File: src/shared/rsc_pkg.sv
// Constants and types shared by the reset source controller.
// Assumes a single 100 MHz clock and a plain strobe register port.
package rsc_pkg;

  ////////////////////////////////////////////////////////////////////
  // Timing
  localparam int CLK_PERIOD_NS = 10;
  localparam int CLK_FREQ_KHZ = 100000;
  localparam int WDT_OSC_KHZ = 128;
  // Clock cycles per watchdog oscillator tick, rounded down
  localparam int TICK_DIV = CLK_FREQ_KHZ / WDT_OSC_KHZ;
  localparam int SHORT_TICKS = 512;
  localparam int LONG_TICKS = 8192;
  localparam int TICK_W = 14;
  localparam int DIV_W = 12;
  // Least low time on the reset pin, rounded up to whole cycles
  localparam int PIN_MIN_NS = 2500;
  localparam int PIN_MIN_CYC = (PIN_MIN_NS + CLK_PERIOD_NS - 1)
                               / CLK_PERIOD_NS;
  localparam int PIN_CNT_W = 12;
  localparam int BG_STARTUP_US = 70;

  ////////////////////////////////////////////////////////////////////
  // Reset sources, bit positions shared with the cause register
  localparam int NUM_SRC = 4;
  localparam int SRC_POR = 0;
  localparam int SRC_EXT = 1;
  localparam int SRC_BOD = 2;
  localparam int SRC_WDT = 3;

  ////////////////////////////////////////////////////////////////////
  // Register map
  localparam int ADDR_W = 4;
  localparam int DATA_W = 8;
  localparam logic [3:0] ADDR_CAUSE = 4'h0;
  localparam logic [3:0] ADDR_IRQ_STAT = 4'h1;
  localparam logic [3:0] ADDR_IRQ_MASK = 4'h2;
  localparam logic [3:0] ADDR_STATE = 4'h3;
  localparam logic [3:0] CAUSE_RESET = 4'h1;
  localparam logic [3:0] IRQ_MASK_RESET = 4'h0;
  localparam int STATE_BIT_RESET = 0;
  localparam int STATE_BIT_BG = 1;
  localparam int STATE_BIT_DLY = 2;

  ////////////////////////////////////////////////////////////////////
  // Stretch selection, indexed by {clock select bit 0, startup fuses}
  typedef enum logic [1:0] {
    RSC_DLY_NONE = 2'h0,
    RSC_DLY_SHORT = 2'h1,
    RSC_DLY_LONG = 2'h2
  } rsc_delay_t;
  localparam logic [15:0] DLY_TABLE = 16'h9249;

  typedef enum logic [2:0] {
    RSC_ST_HOLD = 3'h1,
    RSC_ST_COUNT = 3'h2,
    RSC_ST_DONE = 3'h4
  } rsc_state_t;

endpackage

File: src/rtl/rsc_pin_filter.sv
// Qualifies the external reset pin against a minimum low time.
// Assumes the pin is already synchronous to the clock.
module rsc_pin_filter #(
  parameter int MIN_CYC = rsc_pkg::PIN_MIN_CYC
) (
  input wire logic ref_clk_i,
  input wire logic rst_b_i,
  input wire logic pin_b_i,
  output logic active_o
);

  logic [rsc_pkg::PIN_CNT_W-1:0] cnt_q;
  localparam logic [rsc_pkg::PIN_CNT_W-1:0] LAST =
    rsc_pkg::PIN_CNT_W'(MIN_CYC - 1);

  ////////////////////////////////////////////////////////////////////
  // Saturating low-time counter; a high level restarts it
  always_ff @(posedge ref_clk_i) begin
    if (!rst_b_i || pin_b_i) begin
      cnt_q <= '0;
    end else if (cnt_q != LAST) begin
      cnt_q <= cnt_q + 1'b1;
    end
  end

  // Short glitches never reach the combiner
  always_ff @(posedge ref_clk_i) begin
    if (!rst_b_i || pin_b_i) begin
      active_o <= 1'b0;
    end else if (cnt_q == LAST) begin
      active_o <= 1'b1;
    end
  end

  AST_PIN_MIN: assert property (@(posedge ref_clk_i)
    disable iff (!rst_b_i)
    $rose(active_o) |-> !$past(pin_b_i, MIN_CYC))
    else $error("pin reset taken before minimum low time");

endmodule

File: src/rtl/rsc_stretch.sv
// Stretch counter: holds internal reset for a fuse-selected number of
// watchdog oscillator ticks after every source has released.
module rsc_stretch #(
  parameter int TICK_DIV = rsc_pkg::TICK_DIV,
  parameter int SHORT_TICKS = rsc_pkg::SHORT_TICKS,
  parameter int LONG_TICKS = rsc_pkg::LONG_TICKS
) (
  input wire logic ref_clk_i,
  input wire logic rst_b_i,
  input wire logic hold_i,
  input wire logic [1:0] delay_sel_i,
  output logic busy_o
);

  localparam int TW = rsc_pkg::TICK_W;
  rsc_pkg::rsc_state_t state_q;
  logic [rsc_pkg::DIV_W-1:0] div_q;
  logic [TW-1:0] cnt_q;
  logic [TW-1:0] target;
  logic tick;
  logic at_end;

  ////////////////////////////////////////////////////////////////////
  // Watchdog oscillator rate as a one-cycle enable
  assign tick = (div_q == rsc_pkg::DIV_W'(TICK_DIV - 1));
  assign at_end = (target == '0) || (cnt_q == target - 1'b1);

  always_ff @(posedge ref_clk_i) begin
    if (!rst_b_i || tick) begin
      div_q <= '0;
    end else begin
      div_q <= div_q + 1'b1;
    end
  end

  always_comb begin
    case (delay_sel_i)
      rsc_pkg::RSC_DLY_SHORT: target = TW'(SHORT_TICKS);
      rsc_pkg::RSC_DLY_LONG: target = TW'(LONG_TICKS);
      default: target = '0;
    endcase
  end

  ////////////////////////////////////////////////////////////////////
  always_ff @(posedge ref_clk_i) begin
    if (!rst_b_i) begin
      state_q <= rsc_pkg::RSC_ST_HOLD;
      cnt_q <= '0;
    end else if (hold_i) begin
      state_q <= rsc_pkg::RSC_ST_HOLD;
      cnt_q <= '0;
    end else begin
      case (state_q)
        rsc_pkg::RSC_ST_HOLD: begin
          state_q <= (target == '0) ? rsc_pkg::RSC_ST_DONE
                                    : rsc_pkg::RSC_ST_COUNT;
        end
        rsc_pkg::RSC_ST_COUNT: begin
          if (tick && cnt_q == target - 1'b1) begin
            state_q <= rsc_pkg::RSC_ST_DONE;
          end else if (tick) begin
            cnt_q <= cnt_q + 1'b1;
          end
        end
        rsc_pkg::RSC_ST_DONE: state_q <= rsc_pkg::RSC_ST_DONE;
        default: state_q <= rsc_pkg::RSC_ST_HOLD;
      endcase
    end
  end

  assign busy_o = (state_q != rsc_pkg::RSC_ST_DONE);

  AST_STRETCH_END: assert property (@(posedge ref_clk_i)
    disable iff (!rst_b_i)
    $fell(busy_o) |-> $past(at_end))
    else $error("stretch ended before selected tick count");

endmodule

File: src/rtl/rsc_top.sv
// Reset source controller: combines four reset sources, stretches the
// internal reset, records the cause and drives the bandgap enable.
// Assumes synchronous inputs and a strobe register port on one clock.
//
// Contract
// - reset loads registers, release starts at vector
// - port reset follows any source without clock; the pin source needs the clock to pass its low-time filter first
// - delay counter stretches reset after release
// - stretch counts 512 or 8192 oscillator ticks; fuse codes 2 and 5 select no stretch
// - exactly four sources: power, pin, watchdog, brownout
// - hold reset while supply below threshold
// - pin reset only after minimum low time
// - watchdog reset needs enable and expiry
// - brownout reset needs enable and low supply
// - cause register bits 7..4 read zero
// - watchdog flag set, cleared by power or zero
// - brownout flag set, cleared by power or zero
// - pin flag set, cleared by power or zero
// - power flag cleared only by writing zero
// - bandgap on for brownout, comparator or converter
//
// Added by the designer: strobed register access and the register addresses.
module rsc_top #(
  parameter int TICK_DIV = rsc_pkg::TICK_DIV,
  parameter int SHORT_TICKS = rsc_pkg::SHORT_TICKS,
  parameter int LONG_TICKS = rsc_pkg::LONG_TICKS,
  parameter int PIN_MIN_CYC = rsc_pkg::PIN_MIN_CYC
) (
  input wire logic ref_clk_i,
  input wire logic rst_b_i,
  input wire logic poweron_low_i,
  input wire logic pin_reset_b_i,
  input wire logic wdt_enable_i,
  input wire logic wdt_expire_i,
  input wire logic brownout_enable_i,
  input wire logic brownout_low_i,
  input wire logic comparator_bandgap_select_i,
  input wire logic adc_enable_i,
  input wire logic [1:0] startup_time_fuses_i,
  input wire logic clock_select_fuses_i,
  input wire logic [rsc_pkg::ADDR_W-1:0] reg_addr_i,
  input wire logic [rsc_pkg::DATA_W-1:0] reg_wdata_i,
  input wire logic reg_wr_i,
  input wire logic reg_rd_i,
  output logic [rsc_pkg::DATA_W-1:0] reg_rdata_o,
  output logic port_reset_o,
  output logic internal_reset_o,
  output logic exec_start_o,
  output logic bandgap_enable_o,
  output logic irq_o
);

  localparam int NS = rsc_pkg::NUM_SRC;
  logic [NS-1:0] src;
  logic [NS-1:0] src_q;
  logic [NS-1:0] src_rise;
  logic any_src;
  logic ext_active;
  logic stretch_busy;
  logic [1:0] delay_sel;
  logic [3:0] cause_q;
  logic [3:0] cause_d;
  logic [NS-1:0] irq_stat_q;
  logic [NS-1:0] irq_mask_q;
  logic wr_cause;
  logic wr_stat;
  logic wr_mask;
  logic [rsc_pkg::DATA_W-1:0] rd_mux;

  ////////////////////////////////////////////////////////////////////
  // Source qualification
  rsc_pin_filter #(
    .MIN_CYC(PIN_MIN_CYC)
  ) u_pin (
    .ref_clk_i(ref_clk_i),
    .rst_b_i(rst_b_i),
    .pin_b_i(pin_reset_b_i),
    .active_o(ext_active)
  );

  // One bit per source, no more
  always_comb begin
    src = '0;
    src[rsc_pkg::SRC_POR] = poweron_low_i;
    src[rsc_pkg::SRC_EXT] = ext_active;
    src[rsc_pkg::SRC_WDT] = wdt_enable_i & wdt_expire_i;
    src[rsc_pkg::SRC_BOD] = brownout_enable_i & brownout_low_i;
  end

  assign any_src = |src;

  // Combinational path so ports drop even with the clock stopped
  assign port_reset_o = any_src | internal_reset_o;

  ////////////////////////////////////////////////////////////////////
  // Stretch of the internal reset
  assign delay_sel = rsc_pkg::DLY_TABLE[{clock_select_fuses_i,
                                         startup_time_fuses_i, 1'b0} +: 2];

  rsc_stretch #(
    .TICK_DIV(TICK_DIV),
    .SHORT_TICKS(SHORT_TICKS),
    .LONG_TICKS(LONG_TICKS)
  ) u_stretch (
    .ref_clk_i(ref_clk_i),
    .rst_b_i(rst_b_i),
    .hold_i(any_src),
    .delay_sel_i(delay_sel),
    .busy_o(stretch_busy)
  );

  always_ff @(posedge ref_clk_i) begin
    if (!rst_b_i) begin
      internal_reset_o <= 1'b1;
    end else begin
      internal_reset_o <= any_src | stretch_busy;
    end
  end

  // Release pulse tells the core to fetch from the reset vector
  always_ff @(posedge ref_clk_i) begin
    if (!rst_b_i) begin
      exec_start_o <= 1'b0;
    end else begin
      exec_start_o <= internal_reset_o & ~(any_src | stretch_busy);
    end
  end

  ////////////////////////////////////////////////////////////////////
  // Bandgap reference enable
  always_ff @(posedge ref_clk_i) begin
    if (!rst_b_i) begin
      bandgap_enable_o <= 1'b0;
    end else begin
      bandgap_enable_o <= brownout_enable_i | comparator_bandgap_select_i
                          | adc_enable_i;
    end
  end

  ////////////////////////////////////////////////////////////////////
  // Register decode
  assign wr_cause = reg_wr_i && reg_addr_i == rsc_pkg::ADDR_CAUSE;
  assign wr_stat = reg_wr_i && reg_addr_i == rsc_pkg::ADDR_IRQ_STAT;
  assign wr_mask = reg_wr_i && reg_addr_i == rsc_pkg::ADDR_IRQ_MASK;

  // Cause flags: clear by zero first, then sources set over it.
  // Power-on beats everything: it wipes the other three.
  always_comb begin
    cause_d = cause_q;
    if (wr_cause) begin
      cause_d = cause_q & reg_wdata_i[3:0];
    end
    if (src[rsc_pkg::SRC_POR]) begin
      cause_d = 4'h1;
    end else begin
      if (src[rsc_pkg::SRC_WDT]) begin
        cause_d[rsc_pkg::SRC_WDT] = 1'b1;
      end
      if (src[rsc_pkg::SRC_BOD]) begin
        cause_d[rsc_pkg::SRC_BOD] = 1'b1;
      end
      if (src[rsc_pkg::SRC_EXT]) begin
        cause_d[rsc_pkg::SRC_EXT] = 1'b1;
      end
    end
  end

  // Only the cold start resets this; the internal reset never clears it
  always_ff @(posedge ref_clk_i) begin
    if (!rst_b_i) begin
      cause_q <= rsc_pkg::CAUSE_RESET;
    end else begin
      cause_q <= cause_d;
    end
  end

  ////////////////////////////////////////////////////////////////////
  // Interrupt status, one sticky bit per source onset
  always_ff @(posedge ref_clk_i) begin
    if (!rst_b_i) begin
      src_q <= '0;
    end else begin
      src_q <= src;
    end
  end

  assign src_rise = src & ~src_q;

  always_ff @(posedge ref_clk_i) begin
    if (!rst_b_i) begin
      irq_stat_q <= '0;
    end else if (wr_stat) begin
      irq_stat_q <= (irq_stat_q & ~reg_wdata_i[NS-1:0]) | src_rise;
    end else begin
      irq_stat_q <= irq_stat_q | src_rise;
    end
  end

  always_ff @(posedge ref_clk_i) begin
    if (!rst_b_i) begin
      irq_mask_q <= rsc_pkg::IRQ_MASK_RESET;
    end else if (wr_mask) begin
      irq_mask_q <= reg_wdata_i[NS-1:0];
    end
  end

  assign irq_o = |(irq_stat_q & irq_mask_q);

  ////////////////////////////////////////////////////////////////////
  // Read path; unmapped offsets and upper cause bits read zero
  always_comb begin
    rd_mux = '0;
    case (reg_addr_i)
      rsc_pkg::ADDR_CAUSE: rd_mux = {4'h0, cause_q};
      rsc_pkg::ADDR_IRQ_STAT: rd_mux[NS-1:0] = irq_stat_q;
      rsc_pkg::ADDR_IRQ_MASK: rd_mux[NS-1:0] = irq_mask_q;
      rsc_pkg::ADDR_STATE: begin
        rd_mux[rsc_pkg::STATE_BIT_RESET] = internal_reset_o;
        rd_mux[rsc_pkg::STATE_BIT_BG] = bandgap_enable_o;
        rd_mux[rsc_pkg::STATE_BIT_DLY +: 2] = delay_sel;
      end
      default: rd_mux = '0;
    endcase
  end

  always_ff @(posedge ref_clk_i) begin
    if (!rst_b_i || !reg_rd_i) begin
      reg_rdata_o <= '0;
    end else begin
      reg_rdata_o <= rd_mux;
    end
  end

  ////////////////////////////////////////////////////////////////////
  // Checks
  // Judged from the pins and the pin filter output, not from the internal source vector
  AST_PORT_FOLLOWS: assert property (@(posedge ref_clk_i)
    disable iff (!rst_b_i)
    poweron_low_i || ext_active || (wdt_enable_i && wdt_expire_i)
    || (brownout_enable_i && brownout_low_i) |-> port_reset_o)
    else $error("port reset low while a source is active");

  AST_QUIET_RELEASE: assert property (@(posedge ref_clk_i)
    disable iff (!rst_b_i)
    $fell(internal_reset_o) |-> !$past(any_src) && !$past(any_src, 2))
    else $error("internal reset released too soon after a source");

  AST_HOLD: assert property (@(posedge ref_clk_i)
    disable iff (!rst_b_i) any_src |=> internal_reset_o [*2])
    else $error("internal reset released during active source");

  AST_START: assert property (@(posedge ref_clk_i)
    disable iff (!rst_b_i) exec_start_o |-> $fell(internal_reset_o))
    else $error("start pulse without reset release");

  AST_POR_HOLD: assert property (@(posedge ref_clk_i)
    disable iff (!rst_b_i) poweron_low_i |=> internal_reset_o)
    else $error("reset not held during low supply");

  AST_RSV_ZERO: assert property (@(posedge ref_clk_i)
    disable iff (!rst_b_i)
    reg_rd_i && reg_addr_i == rsc_pkg::ADDR_CAUSE
    |=> reg_rdata_o[7:4] == 4'h0 && reg_rdata_o[3:0] == $past(cause_q))
    else $error("cause read mismatch");

  AST_WDT_FLAG: assert property (@(posedge ref_clk_i)
    disable iff (!rst_b_i)
    wdt_enable_i && wdt_expire_i && !poweron_low_i
    |=> cause_q[rsc_pkg::SRC_WDT])
    else $error("watchdog flag not set");

  AST_WDT_GATE: assert property (@(posedge ref_clk_i)
    disable iff (!rst_b_i)
    $rose(cause_q[rsc_pkg::SRC_WDT])
    |-> $past(wdt_enable_i) && $past(wdt_expire_i))
    else $error("watchdog flag set without enabled expiry");

  AST_BOD_FLAG: assert property (@(posedge ref_clk_i)
    disable iff (!rst_b_i)
    $rose(cause_q[rsc_pkg::SRC_BOD])
    |-> $past(brownout_enable_i) && $past(brownout_low_i))
    else $error("brownout flag set without enabled brownout");

  AST_EXT_FLAG: assert property (@(posedge ref_clk_i)
    disable iff (!rst_b_i) ext_active && !poweron_low_i
    |=> cause_q[rsc_pkg::SRC_EXT])
    else $error("pin flag not set");

  AST_POR_FLAG: assert property (@(posedge ref_clk_i)
    disable iff (!rst_b_i) poweron_low_i |=> cause_q == 4'h1)
    else $error("power-on flag state wrong");

  AST_KEEP_ONE: assert property (@(posedge ref_clk_i)
    disable iff (!rst_b_i)
    cause_q[rsc_pkg::SRC_POR] && !(wr_cause && !reg_wdata_i[0])
    |=> cause_q[rsc_pkg::SRC_POR])
    else $error("power-on flag lost without zero write");

  AST_BANDGAP: assert property (@(posedge ref_clk_i)
    disable iff (!rst_b_i)
    $past(rst_b_i) |-> bandgap_enable_o == ($past(brownout_enable_i)
      | $past(comparator_bandgap_select_i) | $past(adc_enable_i)))
    else $error("bandgap enable wrong");

endmodule

File: config.mk
export PLATFORM = sky130hd
export DESIGN_NAME = rsc_top
export DESIGN_NICKNAME = d
export VERILOG_FILES = /design/src/shared/rsc_pkg.sv /design/src/rtl/rsc_pin_filter.sv /design/src/rtl/rsc_stretch.sv /design/src/rtl/rsc_top.sv
export SDC_FILE = /design/constraint.sdc
export NUM_CORES = 1
export LEC_CHECK = 0
export BUFFER_PORTS_ARGS = -buffer_cell sky130_fd_sc_hd__buf_2
export CAP_MARGIN = 20
export CORE_ASPECT_RATIO = 0.75
export CORE_MARGIN = 10
export CORE_UTILIZATION = 55
export DETAILED_ROUTE_END_ITERATION = 7
export HOLD_SLACK_MARGIN = 0.15
export PLACE_DENSITY = 0.87
export SETUP_SLACK_MARGIN = 0.5
export SYNTH_ARGS = -nofsm -noshare
export SYNTH_HDL_FRONTEND = slang
export SYNTH_SLANG_ARGS = --single-unit
File: constraint.sdc
create_clock -name ref_clk_i -period 4.1 [get_ports ref_clk_i]
set_clock_uncertainty 0.05 [all_clocks]
set_input_delay 0.82 -clock ref_clk_i [delete_from_list [all_inputs] [get_ports ref_clk_i]]
set_output_delay 0.82 -clock ref_clk_i [all_outputs]
set_load 0.02 [all_outputs]
## Word level (Yosys, flattened, before mapping)

Index checks and enable logic that the tools add are counted.

| word-level totals | value |
|---|---|
| bits in registers | 69 |
| input port bits | 27 |
| output and inout port bits | 13 |
| word-level logic and storage cells | 83 |

| operators by class | value |
|---|---|
| add/subtract/negate cells | 4 |
| equality and inequality tests | 14 |
| shift-type cells | 1 |
| mux-type cells | 10 |
| bitwise operators | 18 |
| reductions and logical operators | 19 |

Operators with widths:

| cell | count |
|---|---|
| $pmux 14 s2 | 1 |
| $add 12x1->12 const B | 2 |
| $and 4x4->4 | 4 |
| $pmux 4 s4 | 1 |
| $shiftx 16x5->2 const A | 1 |
| $add 14x1->14 const B | 1 |
| $eq 14x14->1 | 1 |
| $logic_not 14->1 | 1 |
| $sub 14x1->14 const B | 1 |
| $eq 12x10->1 const B | 1 |
| $eq 12x8->1 const B | 1 |
| $ne 12x8->1 const B | 1 |
| $pmux 3 s3 | 1 |
| $eq 4x2->1 const B | 2 |
| $mux 4 | 2 |
| $not 4->4 | 2 |
| $or 4x4->4 | 2 |
| $reduce_or 4->1 | 2 |
| $mux 3 | 2 |
| $reduce_bool 2->1 | 3 |
| $reduce_or 5->1 | 1 |
| $eq 4x1->1 const B | 1 |
| $logic_and 1x1->1 | 4 |
| $logic_not 4->1 | 1 |
| other kinds (15) | 27 |

## Longest topological paths before layout

| logic depth | value |
|---|---|
| depth after elaboration | 8 |
| mapped depth | 11 |
| gate-level depth less buffers | 9 |

## Hierarchy

A second synthesis with hierarchy kept.

| unflattened totals | value |
|---|---|
| cells, all modules | 343 |
| area total of the unflattened synthesis | 3243.1 um2 |

Modules (own cells, without submodules):

| module | instances | cells an instance | area each (um2) | sequential area each (um2) |
|---|---|---|---|---|
| rsc_stretch | 1 | 163 | 1493.9 | 580.6 |
| rsc_top | 1 | 117 | 1118.6 | 460.4 |
| rsc_pin_filter | 1 | 63 | 630.6 | 260.2 |

## Worst setup path after synthesis

OpenSTA, ideal clock, no wires.

| timing | value |
|---|---|
| path kind | input-to-reg |
| start | in startup_time_fuses_i[0] |
| end | reg u_stretch.cnt_q[1] |
| library setup time | 0.129 ns |
| arrival time | 2.927 ns |
| required time | 3.921 ns |
| setup slack | 0.994 ns |
| stages | 11 |
| path buffers | 2 |
| cell sequence | inv_1 > ha_1 > mux2_2 > ha_1 > xor2_1 > or4_4 > o21bai_4 > buf_6 > buf_12 > mux2i_1 > nor2_1 |

| between the ends | value |
|---|---|
| word-level cells in the longest chain between the ends | 8 |
| elaborated cells between the ends (all ways) | 9 |
| those cells by class | 1 x add/sub; 3 x eq/ne; 1 x shift; 1 x mux; 1 x bitwise; 2 x reduce/logical |

RTL lines:

| item | line | text |
|---|---|---|
| from (decl) | rsc_top.sv:39 | `input wire logic [1:0] startup_time_fuses_i,` |
| $shiftx 16x5->2 * | rsc_top.sv:97 | `assign delay_sel = rsc_pkg::DLY_TABLE[{clock_select_fuses_i,` |
| $eq 2x2->1 or $eq 2x1->1 (tied branches) | rsc_stretch.sv:37 | `case (delay_sel_i)` |
| $pmux 14 s2 * | rsc_stretch.sv:37 |  |
| $sub 14x1->14 * | n/a |  |
| $eq 14x14->1 * | n/a |  |
| $logic_and 1x1->1 * | rsc_stretch.sv:59 | `if (tick && cnt_q == target - 1'b1) begin` |
| $not 1->1 (no line) * | n/a |  |
| $reduce_and 3->1 (no line) * | n/a |  |
| to (signal assigned) | rsc_stretch.sv:62 | `cnt_q <= cnt_q + 1'b1;` |
| to (decl) | rsc_stretch.sv:18 | `logic [TW-1:0] cnt_q;` |

Mark *: on every way between the ends. The rest lies on a longest branch, timed or not.
A chain may end at the register's enable or synchronous reset.

## Worst setup path in the final report

Same ends and word-level chain as after synthesis.

==> impl_results.rst <==
.. list-table::
   :header-rows: 1

   * - Metric
     - Value
   * - Post-synthesis instance area
     - 3000 sq um
   * - Share of the synthesized area in compound gates (AO/OA/AOI/OAI)
     - 11.3%
   * - Synthesized-area fraction occupied by xor and xnor cells
     - 6.13%
   * - Peak supply drop
     - 238 uV
   * - Post-synthesis to final-layout area growth
     - 12.0%
   * - Fraction of registers with async set or reset after synthesis
     - 0%
   * - Crit path cell chain
     - buf_2, inv_1, ha_1, mux2_2, ha_1, xor2_1, or4_4, o21bai_4, mux2i_1, nor2_1
   * - Antenna Diode Count
     - 0
   * - Total design power
     - 1.26 mW
   * - Final period util
     - 75.9%
   * - Biggest area contributors in the synthesized netlist
     - sky130_fd_sc_hd__dfxtp_1 (43%), sky130_fd_sc_hd__nor2_1 (4.4%), sky130_fd_sc_hd__xor2_1 (4.4%)
   * - Number of different library cells in the post-synthesis netlist
     - 45
   * - Leakage Power
     - 1.29 nW
   * - Total of max-cap violations
     - 0
   * - Layout Cells excl Fill
     - 439
   * - Largest family of logic cells by synthesized area
     - simple AND/OR/NAND/NOR gates
   * - Post-synthesis area per instance
     - 9.18 sq um
   * - Final #Nets
     - 394
   * - Total count of max-transition violations in the final report
     - 0
   * - Number of I/O pins
     - 40
   * - Max FO, Critical Path
     - 25
   * - Total vias in the final route
     - 2448
   * - Sequential cell area
     - 1300 sq um
   * - H-tree lvl count
     - 3
   * - Fillcell total
     - 428
   * - Critical Path Sink Type
     - flip-flop
   * - Post-Route Utilization
     - 63.1%
   * - Critical path's slowest cell
     - sky130_fd_sc_hd__or4_4
   * - Total gr overflow
     - 0
   * - Number of hold-repair buffers added at the cts stage
     - 0
   * - Sequential fraction of the synthesis area
     - 43.4%
   * - Worst setup margin
     - 0.987 ns
   * - Number of endpoints with negative hold slack in the final report
     - 0
   * - Portion of synthesized cell area occupied by the leading cell type
     - 43.4%
   * - HP Class
     - reg2reg
   * - Count of flip-flops with a built-in enable after synthesis
     - 0
   * - Launching element type of the critical path
     - primary input
   * - Relative slew slack
     - 53.5%
   * - Final setup violation count
     - 0
   * - Worst-case setup slack after placement
     - 0.667 ns
   * - Synth Flop Type
     - sky130_fd_sc_hd__dfxtp_1
   * - Instance count after placement with tap cells included
     - 423
   * - Core area
     - 5320 sq um
   * - Number of synthesized register bits
     - 65
   * - Fraction of layout instances using a drive strength above 1
     - 14.8%
   * - Power Dens Cells
     - 375 nW/um^2
   * - TritonCTS clock tree
     - yes
   * - Maximum number of buffers from clock root to sink
     - 2
   * - YS warnings
     - 0
   * - Slew @ Worst Pin
     - 0.696 ns
   * - Synth Area in Adders
     - 3.33%
   * - Biggest area consumer among synthesized cells
     - sky130_fd_sc_hd__dfxtp_1
   * - Initial DRC count
     - 126
   * - Period minus WS final
     - 3.11 ns
   * - Via count normalized by instance count
     - 5.58
   * - GR Util All Layers
     - 14.5%
   * - Post-CTS setup buffer count
     - 0
   * - Post-synthesis mux area share
     - 5.67%
   * - Run status
     - complete, no violations
   * - Initial antenna violation count
     - 0
   * - Die ar.
     - 8840 sq um
   * - Most repeated library cell on the critical path
     - sky130_fd_sc_hd__ha_1
   * - Multi-input logic area
     - 1590 sq um
   * - TritonCTS Buffers
     - 9
   * - Avg WL per Cell
     - 14.3 um
   * - Placement Rows
     - 23
   * - Router iterations before antenna repair
     - 4
   * - Initial standard-cell utilization of the core
     - 56.4%
   * - Largest incremental delay on the critical path
     - 0.45 ns
   * - Final HPWL DP
     - 4.37 mm
   * - Unrepaired setup endpoints after global routing
     - no
   * - Post-cts sizing count
     - 0
   * - Setup TNS after final layout
     - 0 ns
   * - Fraction of the mapped netlist area in simple logic gates
     - 26.0%
   * - Sink Count
     - 65
   * - Antenna Violating Nets Remaining
     - 0
   * - Final hold slack
     - 0.422 ns
   * - Die extent in y
     - 84.0 um
   * - Cell at the root of the clock tree
     - sky130_fd_sc_hd__clkbuf_8
   * - Number of cells produced by synthesis
     - 327
   * - DRT Wirelength
     - 6.27 mm
   * - Total non-filler cell area in the finished layout
     - 3360 sq um
   * - Pin count of the biggest net entering global routing
     - 26
   * - Crit path required time
     - 4.24 ns
   * - Crit Path Class
     - in2reg
   * - Number of buffers added on ports
     - 31
   * - DRC errors left
     - 0
   * - Die width
     - 105 um
   * - Vias in the first global route
     - 2357
   * - GP Congestion
     - 0.847
   * - Data arrival at the endpoint of the critical path
     - 3.25 ns
   * - Later-pin clock latency in the skew report
     - 0.34 ns
   * - Clock transition at the register clock pins on the worst setup and hold paths after CTS
     - 0.07 ns
   * - Wire length of the first global-routing pass
     - 10.7 mm
   * - Placed Area
     - 3170 sq um
   * - Fmax
     - 321 MHz
-- sequential cells by signal, summed over array words and instances, names as in the netlist --
name / flops
u_stretch.cnt_q: 14
internal_reset_o: 1
u_stretch.div_q: 12
u_pin.active_o: 1
bandgap_enable_o: 1
cause_q: 4
u_pin.cnt_q: 12
src_q: 4
irq_stat_q: 4
exec_start_o: 1
irq_mask_q: 4
u_stretch.state_q: 3
reg_rdata_o: 4
-- final timing paths --
| check | cells after the start | slack (ns) | from | to |
|---|---|---|---|---|
| hold / removal | 2 | 0.42 | cause_q[0] | cause_q[0] |
| setup / recovery | 10 | 0.99 | startup_time_fuses_i[0] | u_stretch.cnt_q[1] |
| setup reg to reg | 6 | 1.93 | u_stretch.cnt_q[0] | u_stretch.cnt_q[1] |
| hold reg to reg | 2 | 0.42 | cause_q[0] | cause_q[0] |
-- cells by family after synthesis --
kind of cell | Yosys count
simple gates | 143
buf+inv | 23
other cells | 1
compound gates | 53
mux | 13
xor+xnor | 21
fa+ha+maj | 8
flops | 65
-- layer usage --
metal,up-vias,routed length [um],GRT usage (%)
met5,-,0,0
met4,0,92,5.10
met3,10,436,6.40
met2,68,2850,23.4
met1,1142,2890,16.7
li1,1228,-,-
-- Yosys cell counts, drive strengths merged, types with 6 or more instances --
cell type / n
a21oi: 16
and4: 9
buf: 6
clkbuf: 7
dfxtp: 65
ha: 8
inv: 10
mux2i: 8
nand2: 24
nand3: 15
nand4: 10
nor2: 35
nor2b: 11
o21ai: 15
or3: 13
xnor2: 6
xor2: 15
-- worst max-delay path, delay by kind of cell --
family | cells | cell delay (ns)
AO/OA/AOI/OAI | 1 | 0.45
multiplexers | 2 | 0.54
buffers and inverters | 2 | 0.13
XOR/XNOR | 1 | 0.16
AND/OR/NAND/NOR | 2 | 0.50
adder cells (fa/ha/maj) | 2 | 0.64
-- where the power goes --
part / internal [mW] / switching (mW)
sequential: 0.642 / 0.0101
combinational: 0.0370 / 0.0471
clock: 0.280 / 0.244
-- cells in the final DEF, fill, tap and decap left out, types with 11 or more instances in the layout --
| cell | n |
|---|---|
| sky130_fd_sc_hd__buf_2 | 31 |
| sky130_fd_sc_hd__dfxtp_1 | 65 |
| sky130_fd_sc_hd__nand2_1 | 24 |
| sky130_fd_sc_hd__nor2b_1 | 11 |
| sky130_fd_sc_hd__nor2_1 | 35 |
| sky130_fd_sc_hd__nand3_1 | 15 |
| sky130_fd_sc_hd__a21oi_1 | 15 |
| sky130_fd_sc_hd__xor2_1 | 15 |
| sky130_fd_sc_hd__or3_1 | 13 |
-- area by class of cell --
cell class | count | share of cell area [%]
Inverter | 10 | 1.12
Clock inverter | 5 | 1.67
Multi-Input combinational cell | 242 | 47.2
Clock buffer | 11 | 3.91
Tap cell | 75 | 2.79
Timing Repair Buffer | 31 | 4.61
Sequential cell | 65 | 38.7
Power figures use the tool's default switching activity.
